**src/hw/fbm_defines.svh**
```systemverilog
// constants of the field-bus parameter and diagnostic job handler
// Summary of operation
// - parameter list job takes 4-bit values four per word; only changed ones go out
// - echoes from parameter sends are kept and returned four per word from slave 0, whose slot reads 0
// - version job returns a name string ending in a version number x.yy
// - diagnostics job returns a slave's error count byte, then clears it
// - counter steps when a slave reply is missing or bad after the repeat
// - counter also steps for a non-activated slave in the detected slave list
// - error counter saturates at 255 and holds until cleared by a read
// - status job fetches and clears slave status; reply 0 then status bits 11-8
// - address-volatile flag also reported when stored and register address differ
// - parity flag reports a parity error since the last status read
// - end-bit flag reports an end bit error since the last status read
// - memory-read flag reports a failed read of the slave's non-volatile store
`ifndef FBM_DEFINES_SVH
`define FBM_DEFINES_SVH
`define FBM_A_JOB 5'h00
`define FBM_A_REPLY 5'h04
`define FBM_A_STAT 5'h08
`define FBM_A_ISTAT 5'h0c
`define FBM_A_IMASK 5'h10
`define FBM_MARK_REQ 4'h1
`define FBM_MARK_RSP 4'h0
`define FBM_CMD_PLIST 4'h1
`define FBM_CMD_ECHO 4'h3
`define FBM_CMD_VER 4'h4
`define FBM_CMD_DIAG 4'h5
`define FBM_CMD_STAT 4'h6
`define FBM_LIST_WORDS 4'h8
`define FBM_VER_WORDS 4'hf
`define FBM_ONE_WORD 4'h1
`define FBM_LAST_SLAVE 5'h1f
`define FBM_ERR_MAX 8'hff
`define FBM_PARAM_RST 4'hf
`define FBM_IRQ_DONE 0
`define FBM_IRQ_BAD 1
`define FBM_ST_ADDR_VOL 0
`define FBM_ST_PARITY 1
`define FBM_ST_END_BIT 2
`define FBM_ST_NVM_RD 3
`endif

```
**src/hw/fbm_pkg.sv**
```systemverilog
// types of the field-bus job handler
package fbm_pkg;
	typedef enum logic [2:0] {
		FBM_IDLE, FBM_PCOLLECT, FBM_PWALK, FBM_PWAIT, FBM_DIAG, FBM_STWAIT, FBM_REPLY
	} fbm_state_t;
	// arbitrary name and version text, 30 characters, two per reply word
	localparam logic [239:0] FBM_VER_STR = "FIELDBUS MASTER V         1.00";
endpackage

```
**src/hw/fbm_top.sv**
```systemverilog
// job handler: parameter list, echo list, version, diagnostics, slave status
`timescale 1ns/100ps
`default_nettype none
`include "fbm_defines.svh"
module fbm_top (
	// clock and reset
	input wire logic clock,
	input wire logic rst,
	// register port
	input wire logic [4:0] addr,
	input wire logic [15:0] wdata,
	input wire logic wr,
	input wire logic rd,
	output logic [15:0] rdata_q,
	output logic irq_q,
	// parameter send to slaves
	output logic param_req_q,
	output logic [4:0] param_addr_q,
	output logic [3:0] param_data_q,
	input wire logic param_ack,
	input wire logic [3:0] param_echo,
	// slave status fetch, slave clears its register on fetch
	output logic status_req_q,
	output logic [4:0] status_addr_q,
	input wire logic status_ack,
	input wire logic addr_volatile_flag,
	input wire logic parity_err_flag,
	input wire logic end_bit_err_flag,
	input wire logic nvm_read_err_flag,
	// data exchange error reports
	input wire logic xfer_fail,
	input wire logic [4:0] xfer_fail_addr,
	input wire logic slave_active,
	input wire logic [31:0] detected_slave_list
);
	import fbm_pkg::*;

	fbm_state_t state_q;
	logic [3:0] act_q [0:31];
	logic [3:0] new_q [0:31];
	logic [3:0] echo_q [0:31];
	logic [3:0] cmd_q;
	logic [3:0] idx_q;
	logic [3:0] job_word_count;
	logic [4:0] walk_q;
	logic [15:0] job_last_q;
	logic [15:0] rep_word_q;
	logic [1:0] istat_q;
	logic [1:0] imask_q;
	logic [7:0] err_rdata;
	logic job_wr;
	logic job_ok;
	logic job_bad;
	logic rep_rd;
	logic done_ev;
	logic err_inc;
	logic walk_hit;
	logic walk_end;
	logic [15:0] rep_word;
	logic [3:0] flags;

	////////////////////////////////////////////////////////////////////////////////
	// job decode

	assign job_wr = wr && addr == `FBM_A_JOB && state_q == FBM_IDLE;
	always_comb begin
		job_ok = 1'b0;
		if (wdata[15:12] == `FBM_MARK_REQ) begin
			case (wdata[11:8])
				`FBM_CMD_PLIST, `FBM_CMD_ECHO, `FBM_CMD_VER: job_ok = 1'b1;
				`FBM_CMD_DIAG, `FBM_CMD_STAT: job_ok = 1'b1;
				default: job_ok = 1'b0;
			endcase
		end
	end
	assign job_bad = job_wr && !job_ok;
	assign rep_rd = rd && addr == `FBM_A_REPLY && state_q == FBM_REPLY;
	assign walk_hit = new_q[walk_q] != act_q[walk_q];
	assign walk_end = walk_q == `FBM_LAST_SLAVE;
	assign done_ev = (state_q == FBM_PWALK && walk_end && !walk_hit)
		|| (state_q == FBM_PWAIT && param_ack && walk_end)
		|| (state_q == FBM_DIAG) || (state_q == FBM_STWAIT && status_ack)
		|| (job_wr && job_ok && (wdata[11:8] == `FBM_CMD_ECHO || wdata[11:8] == `FBM_CMD_VER));

	////////////////////////////////////////////////////////////////////////////////
	// sequencing

	always_ff @(posedge clock) begin
		if (rst) begin
			state_q <= FBM_IDLE;
		end else begin
			case (state_q)
				FBM_IDLE: begin
					if (job_wr && job_ok) begin
						case (wdata[11:8])
							`FBM_CMD_PLIST: state_q <= FBM_PCOLLECT;
							`FBM_CMD_DIAG: state_q <= FBM_DIAG;
							`FBM_CMD_STAT: state_q <= FBM_STWAIT;
							default: state_q <= FBM_REPLY;
						endcase
					end
				end
				FBM_PCOLLECT: begin
					if (wr && addr == `FBM_A_JOB && idx_q == `FBM_LIST_WORDS - 4'h1) begin
						state_q <= FBM_PWALK;
					end
				end
				FBM_PWALK: begin
					if (walk_hit) begin
						state_q <= FBM_PWAIT;
					end else if (walk_end) begin
						state_q <= FBM_IDLE;
					end
				end
				FBM_PWAIT: begin
					if (param_ack) begin
						state_q <= walk_end ? FBM_IDLE : FBM_PWALK;
					end
				end
				FBM_DIAG: state_q <= FBM_REPLY;
				FBM_STWAIT: begin
					if (status_ack) begin
						state_q <= FBM_REPLY;
					end
				end
				FBM_REPLY: begin
					if (rep_rd && idx_q == job_word_count - 4'h1) begin
						state_q <= FBM_IDLE;
					end
				end
				default: state_q <= FBM_IDLE;
			endcase
		end
	end

	always_ff @(posedge clock) begin
		if (rst) begin
			cmd_q <= 4'h0;
			idx_q <= 4'h0;
			job_word_count <= 4'h0;
			job_last_q <= 16'h0000;
		end else if (job_wr && job_ok) begin
			cmd_q <= wdata[11:8];
			idx_q <= 4'h0;
			job_last_q <= wdata;
			case (wdata[11:8])
				`FBM_CMD_PLIST, `FBM_CMD_ECHO: job_word_count <= `FBM_LIST_WORDS;
				`FBM_CMD_VER: job_word_count <= `FBM_VER_WORDS;
				default: job_word_count <= `FBM_ONE_WORD;
			endcase
		end else if ((state_q == FBM_PCOLLECT && wr && addr == `FBM_A_JOB) || rep_rd) begin
			idx_q <= idx_q + 4'h1;
		end
	end

	////////////////////////////////////////////////////////////////////////////////
	// parameter list and forwarding

	always_ff @(posedge clock) begin
		for (int j = 0; j < 32; j++) begin
			if (rst) begin
				new_q[j] <= `FBM_PARAM_RST;
			end else if (state_q == FBM_PCOLLECT && wr && addr == `FBM_A_JOB
				&& idx_q == 4'(j / 4)) begin
				new_q[j] <= wdata[15 - 4 * (j % 4) -: 4];
			end
		end
	end

	always_ff @(posedge clock) begin
		for (int j = 0; j < 32; j++) begin
			if (rst) begin
				act_q[j] <= `FBM_PARAM_RST;
				echo_q[j] <= 4'h0;
			end else if (state_q == FBM_PWAIT && param_ack && walk_q == 5'(j)) begin
				act_q[j] <= new_q[j];
				echo_q[j] <= param_echo;
			end
		end
	end

	always_ff @(posedge clock) begin
		if (rst) begin
			walk_q <= 5'h01;
			param_req_q <= 1'b0;
			param_addr_q <= 5'h00;
			param_data_q <= 4'h0;
		end else begin
			case (state_q)
				FBM_PCOLLECT: walk_q <= 5'h01;
				FBM_PWALK: begin
					if (walk_hit) begin
						param_req_q <= 1'b1;
						param_addr_q <= walk_q;
						param_data_q <= new_q[walk_q];
					end else if (!walk_end) begin
						walk_q <= walk_q + 5'h01;
					end
				end
				FBM_PWAIT: begin
					if (param_ack) begin
						param_req_q <= 1'b0;
						if (!walk_end) begin
							walk_q <= walk_q + 5'h01;
						end
					end
				end
				default: param_req_q <= 1'b0;
			endcase
		end
	end

	////////////////////////////////////////////////////////////////////////////////
	// error counters and slave status

	assign err_inc = xfer_fail && (slave_active || detected_slave_list[xfer_fail_addr]);

	fbm_err_mem u_err (
		.clock(clock),
		.rst(rst),
		.inc_en(err_inc),
		.inc_addr(xfer_fail_addr),
		.rc_en(job_wr && job_ok && wdata[11:8] == `FBM_CMD_DIAG),
		.rc_addr({1'b0, wdata[3:0]}),
		.rdata_q(err_rdata)
	);

	always_comb begin
		flags = 4'h0;
		flags[`FBM_ST_ADDR_VOL] = addr_volatile_flag;
		flags[`FBM_ST_PARITY] = parity_err_flag;
		flags[`FBM_ST_END_BIT] = end_bit_err_flag;
		flags[`FBM_ST_NVM_RD] = nvm_read_err_flag;
	end

	always_ff @(posedge clock) begin
		if (rst) begin
			status_req_q <= 1'b0;
			status_addr_q <= 5'h00;
			rep_word_q <= 16'h0000;
		end else if (job_wr && job_ok && wdata[11:8] == `FBM_CMD_STAT) begin
			status_req_q <= 1'b1;
			status_addr_q <= {1'b0, wdata[3:0]};
		end else if (state_q == FBM_STWAIT && status_ack) begin
			status_req_q <= 1'b0;
			rep_word_q <= {`FBM_MARK_RSP, flags, 8'h00};
		end else if (state_q == FBM_DIAG) begin
			rep_word_q <= {err_rdata, 8'h00};
		end
	end

	////////////////////////////////////////////////////////////////////////////////
	// reply words and register reads

	always_comb begin
		case (cmd_q)
			`FBM_CMD_ECHO: begin
				rep_word = {echo_q[{idx_q[2:0], 2'h0}], echo_q[{idx_q[2:0], 2'h1}],
					echo_q[{idx_q[2:0], 2'h2}], echo_q[{idx_q[2:0], 2'h3}]};
				if (idx_q == 4'h0) begin
					rep_word[15:12] = 4'h0;
				end
			end
			`FBM_CMD_VER: rep_word = 16'(FBM_VER_STR >> (16 * (14 - int'(idx_q))));
			default: rep_word = rep_word_q;
		endcase
	end

	always_ff @(posedge clock) begin
		if (rst) begin
			rdata_q <= 16'h0000;
		end else if (rd) begin
			case (addr)
				`FBM_A_JOB: rdata_q <= job_last_q;
				`FBM_A_REPLY: rdata_q <= (state_q == FBM_REPLY) ? rep_word : 16'h0000;
				`FBM_A_STAT: rdata_q <= {8'h00, state_q != FBM_IDLE, state_q == FBM_REPLY,
					2'h0, job_word_count - idx_q};
				`FBM_A_ISTAT: rdata_q <= {14'h0000, istat_q};
				`FBM_A_IMASK: rdata_q <= {14'h0000, imask_q};
				default: rdata_q <= 16'h0000;
			endcase
		end
	end

	////////////////////////////////////////////////////////////////////////////////
	// interrupts

	always_ff @(posedge clock) begin
		if (rst) begin
			istat_q <= 2'h0;
			imask_q <= 2'h0;
			irq_q <= 1'b0;
		end else begin
			istat_q[`FBM_IRQ_DONE] <= done_ev
				|| (istat_q[`FBM_IRQ_DONE] && !(wr && addr == `FBM_A_ISTAT && wdata[`FBM_IRQ_DONE]));
			istat_q[`FBM_IRQ_BAD] <= job_bad
				|| (istat_q[`FBM_IRQ_BAD] && !(wr && addr == `FBM_A_ISTAT && wdata[`FBM_IRQ_BAD]));
			if (wr && addr == `FBM_A_IMASK) begin
				imask_q <= wdata[1:0];
			end
			irq_q <= |(istat_q & imask_q);
		end
	end
endmodule
`default_nettype wire

```
**src/hw/fbm_err_mem.sv**
```systemverilog
// per-slave saturating error counters with read-and-clear
`timescale 1ns/100ps
`default_nettype none
`include "fbm_defines.svh"
module fbm_err_mem (
	// clock and reset
	input wire logic clock,
	input wire logic rst,
	// increment port
	input wire logic inc_en,
	input wire logic [4:0] inc_addr,
	// read and clear port
	input wire logic rc_en,
	input wire logic [4:0] rc_addr,
	output logic [7:0] rdata_q
);
	logic [7:0] cnt_q [0:31];

	always_ff @(posedge clock) begin
		for (int i = 0; i < 32; i++) begin
			if (rst) begin
				cnt_q[i] <= 8'h00;
			end else if (rc_en && rc_addr == 5'(i)) begin
				// an error in the clearing cycle is kept
				cnt_q[i] <= (inc_en && inc_addr == 5'(i)) ? 8'h01 : 8'h00;
			end else if (inc_en && inc_addr == 5'(i) && cnt_q[i] != `FBM_ERR_MAX) begin
				cnt_q[i] <= cnt_q[i] + 8'h01;
			end
		end
	end

	always_ff @(posedge clock) begin
		if (rst) begin
			rdata_q <= 8'h00;
		end else if (rc_en) begin
			rdata_q <= cnt_q[rc_addr];
		end
	end
endmodule
`default_nettype wire

```
**config.mk**
```make
export PLATFORM = sky130hd
export DESIGN_NAME = fbm_top
export DESIGN_NICKNAME = d
export VERILOG_FILES = /design/src/hw/fbm_pkg.sv /design/src/hw/fbm_top.sv /design/src/hw/fbm_err_mem.sv
export VERILOG_INCLUDE_DIRS = /design/src /design/src/hw
export SDC_FILE = /design/constraint.sdc
export NUM_CORES = 1
export LEC_CHECK = 0
export BUFFER_PORTS_ARGS = -buffer_cell sky130_fd_sc_hd__buf_2
export CAP_MARGIN = 15
export CORE_ASPECT_RATIO = 0.75
export CORE_MARGIN = 5
export CORE_UTILIZATION = 45
export CTS_BUF_LIST = sky130_fd_sc_hd__clkbuf_8
export DETAILED_ROUTE_END_ITERATION = 8
export PLACE_DENSITY = 0.69
export RECOVER_POWER = 100
export REMOVE_ABC_BUFFERS = 1
export SLEW_MARGIN = 20
export SYNTH_ARGS = -nofsm -noshare
export SYNTH_HDL_FRONTEND = slang
export SYNTH_HIERARCHICAL = 1
export SYNTH_SLANG_ARGS = --single-unit
```
**constraint.sdc**
```tcl
create_clock -name clock -period 5.2 [get_ports clock]
set_input_delay 1.56 -clock clock [delete_from_list [all_inputs] [get_ports clock]]
set_output_delay 1.56 -clock clock [all_outputs]
set_load 0.03 [all_outputs]
```
### Word-level counts from Yosys, hierarchy flattened

Memories as Yosys holds them, arrays and structs flattened. A register that Yosys moved wholly into a read port is not among the register bits.
Index checks and enable logic that the tools add are counted.

| word-level totals | value |
|---|---|
| memories kept | 4 |
| word-level logic and storage cells | 1,010 |
| input port bits | 74 |
| register bits after elaboration | 88 |
| memory bits (writable) | 640 |

| operators by class | value |
|---|---|
| add/subtract/negate cells | 37 |
| reductions and logical operators | 176 |
| shift-type cells | 1 |
| bitwise gates (word level) | 147 |
| order comparisons | 1 |
| equality and inequality tests | 144 |
| mux-type cells | 484 |

Memory list:

| name | words | width | rd ports | clocked after memory_dff | write ports | line | RTL |
|---|---|---|---|---|---|---|---|
| u_err.cnt_q | 32 | 8 | 33 | 1 | 32 | fbm_err_mem.sv:17 | `logic [7:0] cnt_q [0:31];` |
| act_q | 32 | 4 | 1 | 1 | 32 | fbm_top.sv:39 | `logic [3:0] act_q [0:31];` |
| echo_q | 32 | 4 | 4 | 4 | 32 | fbm_top.sv:41 | `logic [3:0] echo_q [0:31];` |
| new_q | 32 | 4 | 33 | 1 | 32 | fbm_top.sv:40 | `logic [3:0] new_q [0:31];` |

Operators with widths:

| operator | count |
|---|---|
| $mux 4 | 97 |
| $mux 8 | 48 |
| $mux 1 | 305 |
| $add 8x1->8 const B | 32 |
| $ne 8x8->1 const B | 32 |
| $shr 239x32->16 const A | 1 |
| $eq 5x5->1 const B | 33 |
| $logic_and 1x1->1 | 144 |
| $or 1x1->1 | 144 |
| $eq 5x4->1 const B | 18 |
| $pmux 16 s5 | 1 |
| $mux 5 | 15 |
| $eq 4x3->1 const B | 12 |
| $mux 16 | 3 |
| $eq 5x3->1 const B | 9 |
| $eq 4x4->1 const B | 8 |
| $pmux 16 s2 | 1 |
| $eq 4x2->1 const B | 6 |
| $mux 3 | 7 |
| $pmux 3 s7 | 1 |
| $eq 5x2->1 const B | 4 |
| $logic_not 5->1 | 4 |
| $eq 4x1->1 const B | 4 |
| $pmux 5 s3 | 1 |
| 33 further kinds | 60 |

### Longest topological paths before layout

Gate-level depths: netlist of run 1.

| depth | value |
|---|---|
| depth after elaboration | 12 |
| mapped depth | 15 |
| mapped depth without buffers | 10 |

### Cells and area by module

Netlist of run 1, hierarchy kept.

Modules (own cells, without submodules):

| module | area an instance (um2) | cells an instance | times used |
|---|---|---|---|
| fbm_top | 22,531.6 | 1,762 | 1 |
| fbm_err_mem | 16,479.6 | 1,570 | 1 |

### Worst setup path after synthesis of run 1

OpenSTA, ideal clock, no wires.

| timing | value |
|---|---|
| path type | input to register |
| start point | in addr[1] |
| end point | mem u_err.cnt_q[9][0], enable pin |
| library setup time | 0.341 ns |
| setup slack | 0.155 ns |
| cell stages on the path | 13 |
| arrival | 4.704 ns |
| cell sequence | nor3_2 -> nor3b_2 -> nand2_1 -> nor3_1 -> clkbuf_1 -> nand2_1 -> nor4_1 -> buf_2 -> nand4bb_1 -> buf_2 -> o211ai_1 -> o21bai_1 -> o211ai_1 |

RTL lines:

| element | line | RTL |
|---|---|---|
| from (decl) | fbm_top.sv:10 | `input wire logic [4:0] addr,` |
| to (decl) | fbm_err_mem.sv:17 |  |

==> results.cfg, run 1 <==
[die]
die_x_um = 350
die_h_um = 265
rows = 93
start_util = 0.454
io_pins = 107
dieArea_um2 = 92700
core_um2 = 85900

[clocking]
hold_buffers = 0
numCtsBuffers = 118
cts-root-buf = clkbuf_8
cts_max_level = 3
cts_setup_buffers = 0
post_cts_resized = 0
cts_sinks = 731
cts_tree = built
path_clk_slew_ns = 0.06
cts_buffer_depth = 3
clk_latency_ns = 0.80

[synth]
synthSimpleGateAreaFrac = 0.192
ys_warn_count = 6
synth_xor_xnor_area_share = 0.0469
synth_top_flop_cell = edfxtp_1
ys_seq_area_frac = 0.539
synth_compound_gate_area_share = 0.0611
synth_top_family_by_area = simple AND/OR/NAND/NOR gates
synth-edff-count = 640
synth_mux_area_frac = 0.113
netlist_instances = 3332
synthArstFlopShare = 0
netlist_area_um2 = 39000
ys_types = 99
synth_fa_ha_area_frac = 0.0149
syn_avg_cell_area_um2 = 11.7
synth_seq_cells = 731

[timing]
slew_violations = 97
fmax_mhz = 212
worstMarginPinSlew_ns = 1.70
hold_viol = 0
timing.slew.headroom = -0.131
fin_crit_sh = 0.906
finalCriticalPeriod_ns = 4.71
clock_skew_ns = 0.0679
finalSetupViolations = 0
hold_ws_ns = 0.472
setup_tns_ns = 0
rsz0062_at_grt = false

[detailed_routing]
route.met3.wl_um = 15900
via_per_inst = 6.00
wl_per_cell_um = 24.1
top_layer_used = met4
drc = 0
ant_nets = 0
drt_wl_total_um = 113000
drt_first_iter_violations = 3649
first_pass_iters = 6
route.vias.total = 28100
wl_met2_um = 45500
drt-met1-wl_um = 49100

[min_path]
min-delay-start = job_last_q[14]
hold_path.class = reg2reg

[global_routing]
grt.overflow.total = 0
grt_pass1_wl_um = 168000
first_global_vias = 26300
antenna_found_initial = 7
grt_util_all_layers = 0.238
grt_max_degree = 72

[power]
p_leak_nw = 13.1
powerDensity_nw_per_um2 = 300
vdd_drop_max_v = 0.000187
power_mw = 12.8

[layout]
drive_gt1_frac = 0.129
fin_nets = 3560
area_growth_pct = 9.44
final_core_util = 0.497

[run_status]
outcome = complete, but fails checks
violations = max-capacitance violations, max-slew violations

[placement]
port_buffers = 105
finalWeightedCongestion = 0.905
dp_hpwl_um = 79800

[job]
drv_cap = 2

[critical_path]
critPathKind = in2reg
required_ns = 5.57
startpoint_type = input port
cp.arrival_ns = 5.08
crit_fanout = 13
crit_start = wdata[8]
cp-end-kind = flop
[cell usage after synthesis, types with 48 or more instances]
library cell | n | share of area
or3_1 | 138 | 0.022
nand3_1 | 132 | 0.017
mux2i_1 | 143 | 0.037
nand2_1 | 223 | 0.021
nand2b_1 | 133 | 0.021
clkbuf_1 | 123 | 0.012
nor2_1 | 444 | 0.043
inv_1 | 54 | 0.0052
xnor2_1 | 122 | 0.027
a21oi_1 | 48 | 0.0062
mux4_2 | 126 | 0.073
edfxtp_1 | 640 | 0.49
and2_1 | 151 | 0.024
dfxtp_1 | 91 | 0.047
xor2_1 | 85 | 0.019
nor3_1 | 73 | 0.0094
[state kept, by name (all words and copies together), names as in the netlist, 2 cells and up, named ones only]
name,cells
u_err/cnt_q,256
act_q,128
echo_q,128
new_q,128
rdata_q,16
job_last_q,13
rep_word_q,8
u_err/rdata_q,8
param_addr_q,5
walk_q,5
idx_q,4
param_data_q,4
status_addr_q,4
cmd_q,3
job_word_count,3
state_q,3
imask_q,2
istat_q,2
[per-stage QoR]
| stage | setup WS (ns) | instance area [um^2] | cells |
|---|---|---|---|
| after floorplan | -2.75 | 37900 | 3121 |
| after global placement | 0.200 | 40700 | 4460 |
| after detailed placement | 0.0871 | 40700 | 4460 |
| after CTS | 0.862 | 43000 | 4683 |
| after global routing | 0.331 | 42700 | 4684 |
| final | 0.490 | 42700 | 4687 |
[routing by layer]
layer / vias up / track usage
met4: 0 / 0.0592
met5: - / 0
met3: 200 / 0.0757
li1: 12500 / -
met2: 1588 / 0.322
met1: 13800 / 0.368
[worst paths after layout]
path / end / slack, ns / cells past startpoint
max reg2reg: flop / 0.63 / 10
min reg2reg: job_last_q[14] / 0.47 / 1
max: u_err/cnt_q[1][0] / 0.49 / 10
min: job_last_q[14] / 0.47 / 1
[layout make-up]
class                      count  area (um^2)
antenna                        4         10.0
clock buffer                 126         1730
clock inverter                97          591
fill                        7663        43200
inverter                      58          218
multi-input combinational   2332        16600
sequential                   731        21000
tap                         1140         1430
timing repair buffer         199         1030
[critical path, cell delays in order]
cell	delay, ns
buf_2	0.32
o21ai_0	0.14
or4_1	0.74
nor3_1	0.35
nand2_1	0.12
nor4_1	0.21
buf_4	0.28
nand4bb_1	0.30
clkbuf_1	0.33
o211ai_1	0.72
[report_power, final]
part	leakage [nW]	total [mW]	switching, mW	internal (mW)
registers	6.45	6.70	0.196	6.50
logic	5.33	1.15	0.755	0.391
clock network	1.32	4.97	2.46	2.51
[logic make-up after synthesis]
group,Yosys count
simple gates,1470
compound gates,325
other cells,1
buf+inv,270
fa+ha+maj,46
mux,281
flops,731
xor+xnor,208
[cells in the final DEF (no fill, tap or decap), types with 17 or more instances in the layout]
cell,synthesis,final
clkbuf_1,123,85
o211ai_1,18,18
inv_1,54,93
dfxtp_1,91,89
a21oi_1,48,48
or4_1,18,18
and2_0,1,99
nand4_1,26,27
o21ai_0,33,35
xor2_1,85,85
buf_2,43,68
nor2b_1,17,17
nor4_1,21,21
clkinv_1,3,33
xnor2_1,122,122
and2_1,151,53
mux4_2,126,126
ha_1,45,45
mux2i_1,143,143
nand3_1,132,132
nor3_1,73,74
clkbuf_8,0,126
edfxtp_1,640,640
a22oi_1,39,39
or3_1,138,138
nor2_1,444,444
buf_4,13,38
nand2_1,223,226
o21bai_1,34,34
nand2b_1,133,133
Note: power is estimated with default switching activity, not from simulation.
==> run 2, diff against run 1 <==
- CORE_UTILIZATION: 45 -> 48
- PLACE_DENSITY: 0.69 -> 0.72
==> run 2 against run 1 <==
  * The run still ends with max-capacitance violations, max-slew violations left
  * Global-route usage grew 1.4 points
  * Sequential share of layout area is essentially flat
  * Cell area hardly changed
  * Power is 0.93% higher
==> results.cfg, run 2 (synthesis gave the netlist of run 1 again) <==
[clocking]
cts_tree = built
cts_max_level = 3
cts_sinks = 731
clk_latency_ns = 0.77
cts-root-buf = clkbuf_8
post_cts_resized = 0
path_clk_slew_ns = 0.06
numCtsBuffers = 115
cts_setup_buffers = 0
hold_buffers = 0
cts_buffer_depth = 3

[power]
p_comb_frac = 0.088
p_int_mw = 9.61
powerDensity_nw_per_um2 = 303
power.share.switching = 0.257
vdd_drop_max_v = 0.000192
power.switching_mw = 3.32
power_frac_clock = 0.393
power_frac_seq = 0.518
p_leak_nw = 13.2

[detailed_routing]
via_per_inst = 6.17
ant_nets = 0
drt-met1-wl_um = 48200
drt_wl_total_um = 113000
route.met3.wl_um = 16700
first_pass_iters = 6
drc = 0
wl_per_cell_um = 24.5
wl_met2_um = 45000
route.vias.total = 28300
top_layer_used = met5
drt_first_iter_violations = 4076

[layout]
final_common_cell = edfxtp_1
nFillCells = 6857
area_growth_pct = 9.40
regArea_um2 = 21000
multiInputGateArea_um2 = 16700
fin_nets = 3561
largest_register_ffs = 256
drive_gt1_frac = 0.134
top_register = u_err/cnt_q
layout.cells.non_filler = 4596
final_core_util = 0.530
layout_common_cells = edfxtp_1, nor2_1, nand2_1

[critical_path]
crit_start = wdata[8]
crit_fanout = 8
slowest_stage = o211ai_1
crit_path_max_incr_delay_ns = 0.72
crit_buf_inv = 3
critPathKind = in2reg
cp.arrival_ns = 5.11
path_delay_family = simple AND/OR/NAND/NOR gates
required_ns = 5.58
startpoint_type = input port
cp-end-kind = flop
crit_top_cell = clkbuf_1
cp_cell_sequence = clkbuf_1 -> o21ai_1 -> or4_1 -> nor3_1 -> nand2_1 -> nor4_2 -> buf_4 -> nand4bb_1 -> clkbuf_1 -> o211ai_1

[die]
core_um2 = 80500
start_util = 0.485
dieArea_um2 = 87100
die_h_um = 257
rows = 90
io_pins = 107
die_x_um = 339

[timing]
finalSetupViolations = 0
worstMarginPinSlew_ns = 2.60
finalCriticalPeriod_ns = 4.72
fmax_mhz = 212
rsz0062_at_grt = false
hold_viol = 0
timing.slew.headroom = -0.736
clock_skew_ns = 0.0517
slew_violations = 52
fin_crit_sh = 0.908
worst_slack_ns = 0.476

[global_routing]
grt_util_all_layers = 0.252
antenna_found_initial = 8
grt_max_degree = 65
first_global_vias = 26400
grt_pass1_wl_um = 168000
grt.overflow.total = 0

[min_path]
hold_path.class = reg2reg
min-delay-start = param_data_q[3]

[placement]
pre_cts_slack_ns = 0.141
dp_hpwl_um = 79400
port_buffers = 105
finalWeightedCongestion = 0.924
dpl.cell_count = 4382

[run_status]
violations = max-capacitance violations, max-slew violations
outcome = complete, but fails checks

[job]
drv_cap = 1
run 2: cell types whose count changed in the layout (fill, tap and decap cells not counted), moves of 4 or more:
cell       delta
and2_0        +5
and2_1        -5
buf_4         +9
bufinv_16     +4
clkinv_1     -21
inv_1         +4
inv_12        -4
run 2: worst paths after layout:
kind / cells after the start / end / slack (ns)
hold / removal: 2 / param_data_q[3] / 0.46
setup / recovery: 10 / u_err/cnt_q[1][0] / 0.48
setup reg to reg: 10 / flop / 0.60
hold reg to reg: 2 / param_data_q[3] / 0.46
run 2: power by group through the flow:
stage | logic (mW) | registers [mW] | clock network [mW]
floorplan | 0.628 | 6.79 | 0
global placement | 1.11 | 6.81 | 0
detailed placement | 1.12 | 6.82 | 0
CTS | 1.13 | 6.70 | 5.13
global route | 1.21 | 6.72 | 5.43
finish | 1.14 | 6.70 | 5.09
run 2: worst min-delay path: stages, from the launching register on:
cell	delay [ns]
dfxtp_1	0.31
nand2_1	0.05
a21oi_1	0.05
run 2: area by class of cell:
cell class              count  area share
clock inverters            82      0.0138
clock buffers             129      0.0416
repair buffers            203      0.0250
well taps                1058      0.0310
multi-input cells        2332       0.390
inverters                  58     0.00510
flip-flops and latches    731       0.493
diodes                      3    0.000176
run 2: metal layers:
metal | vias to the layer above | global-route usage
li1 | 12500 | -
met1 | 13900 | 0.391
met2 | 1746 | 0.335
met3 | 204 | 0.0901
met4 | 2 | 0.0611
met5 | - | 0
run 2: stage by stage:
stage / power, mW / hold slack [ns] / instance area, um^2 / setup TNS (ns)
6_report: 12.9 / 0.459 / 42700 / 0
5_1_grt: 13.4 / 0.477 / 42700 / 0
2_1_floorplan: 7.42 / 0.430 / 37900 / -594.51
3_3_place_gp: 7.93 / 0.440 / 40600 / 0
4_1_cts: 13.0 / 0.459 / 42900 / 0
3_5_place_dp: 7.94 / 0.445 / 40600 / 0
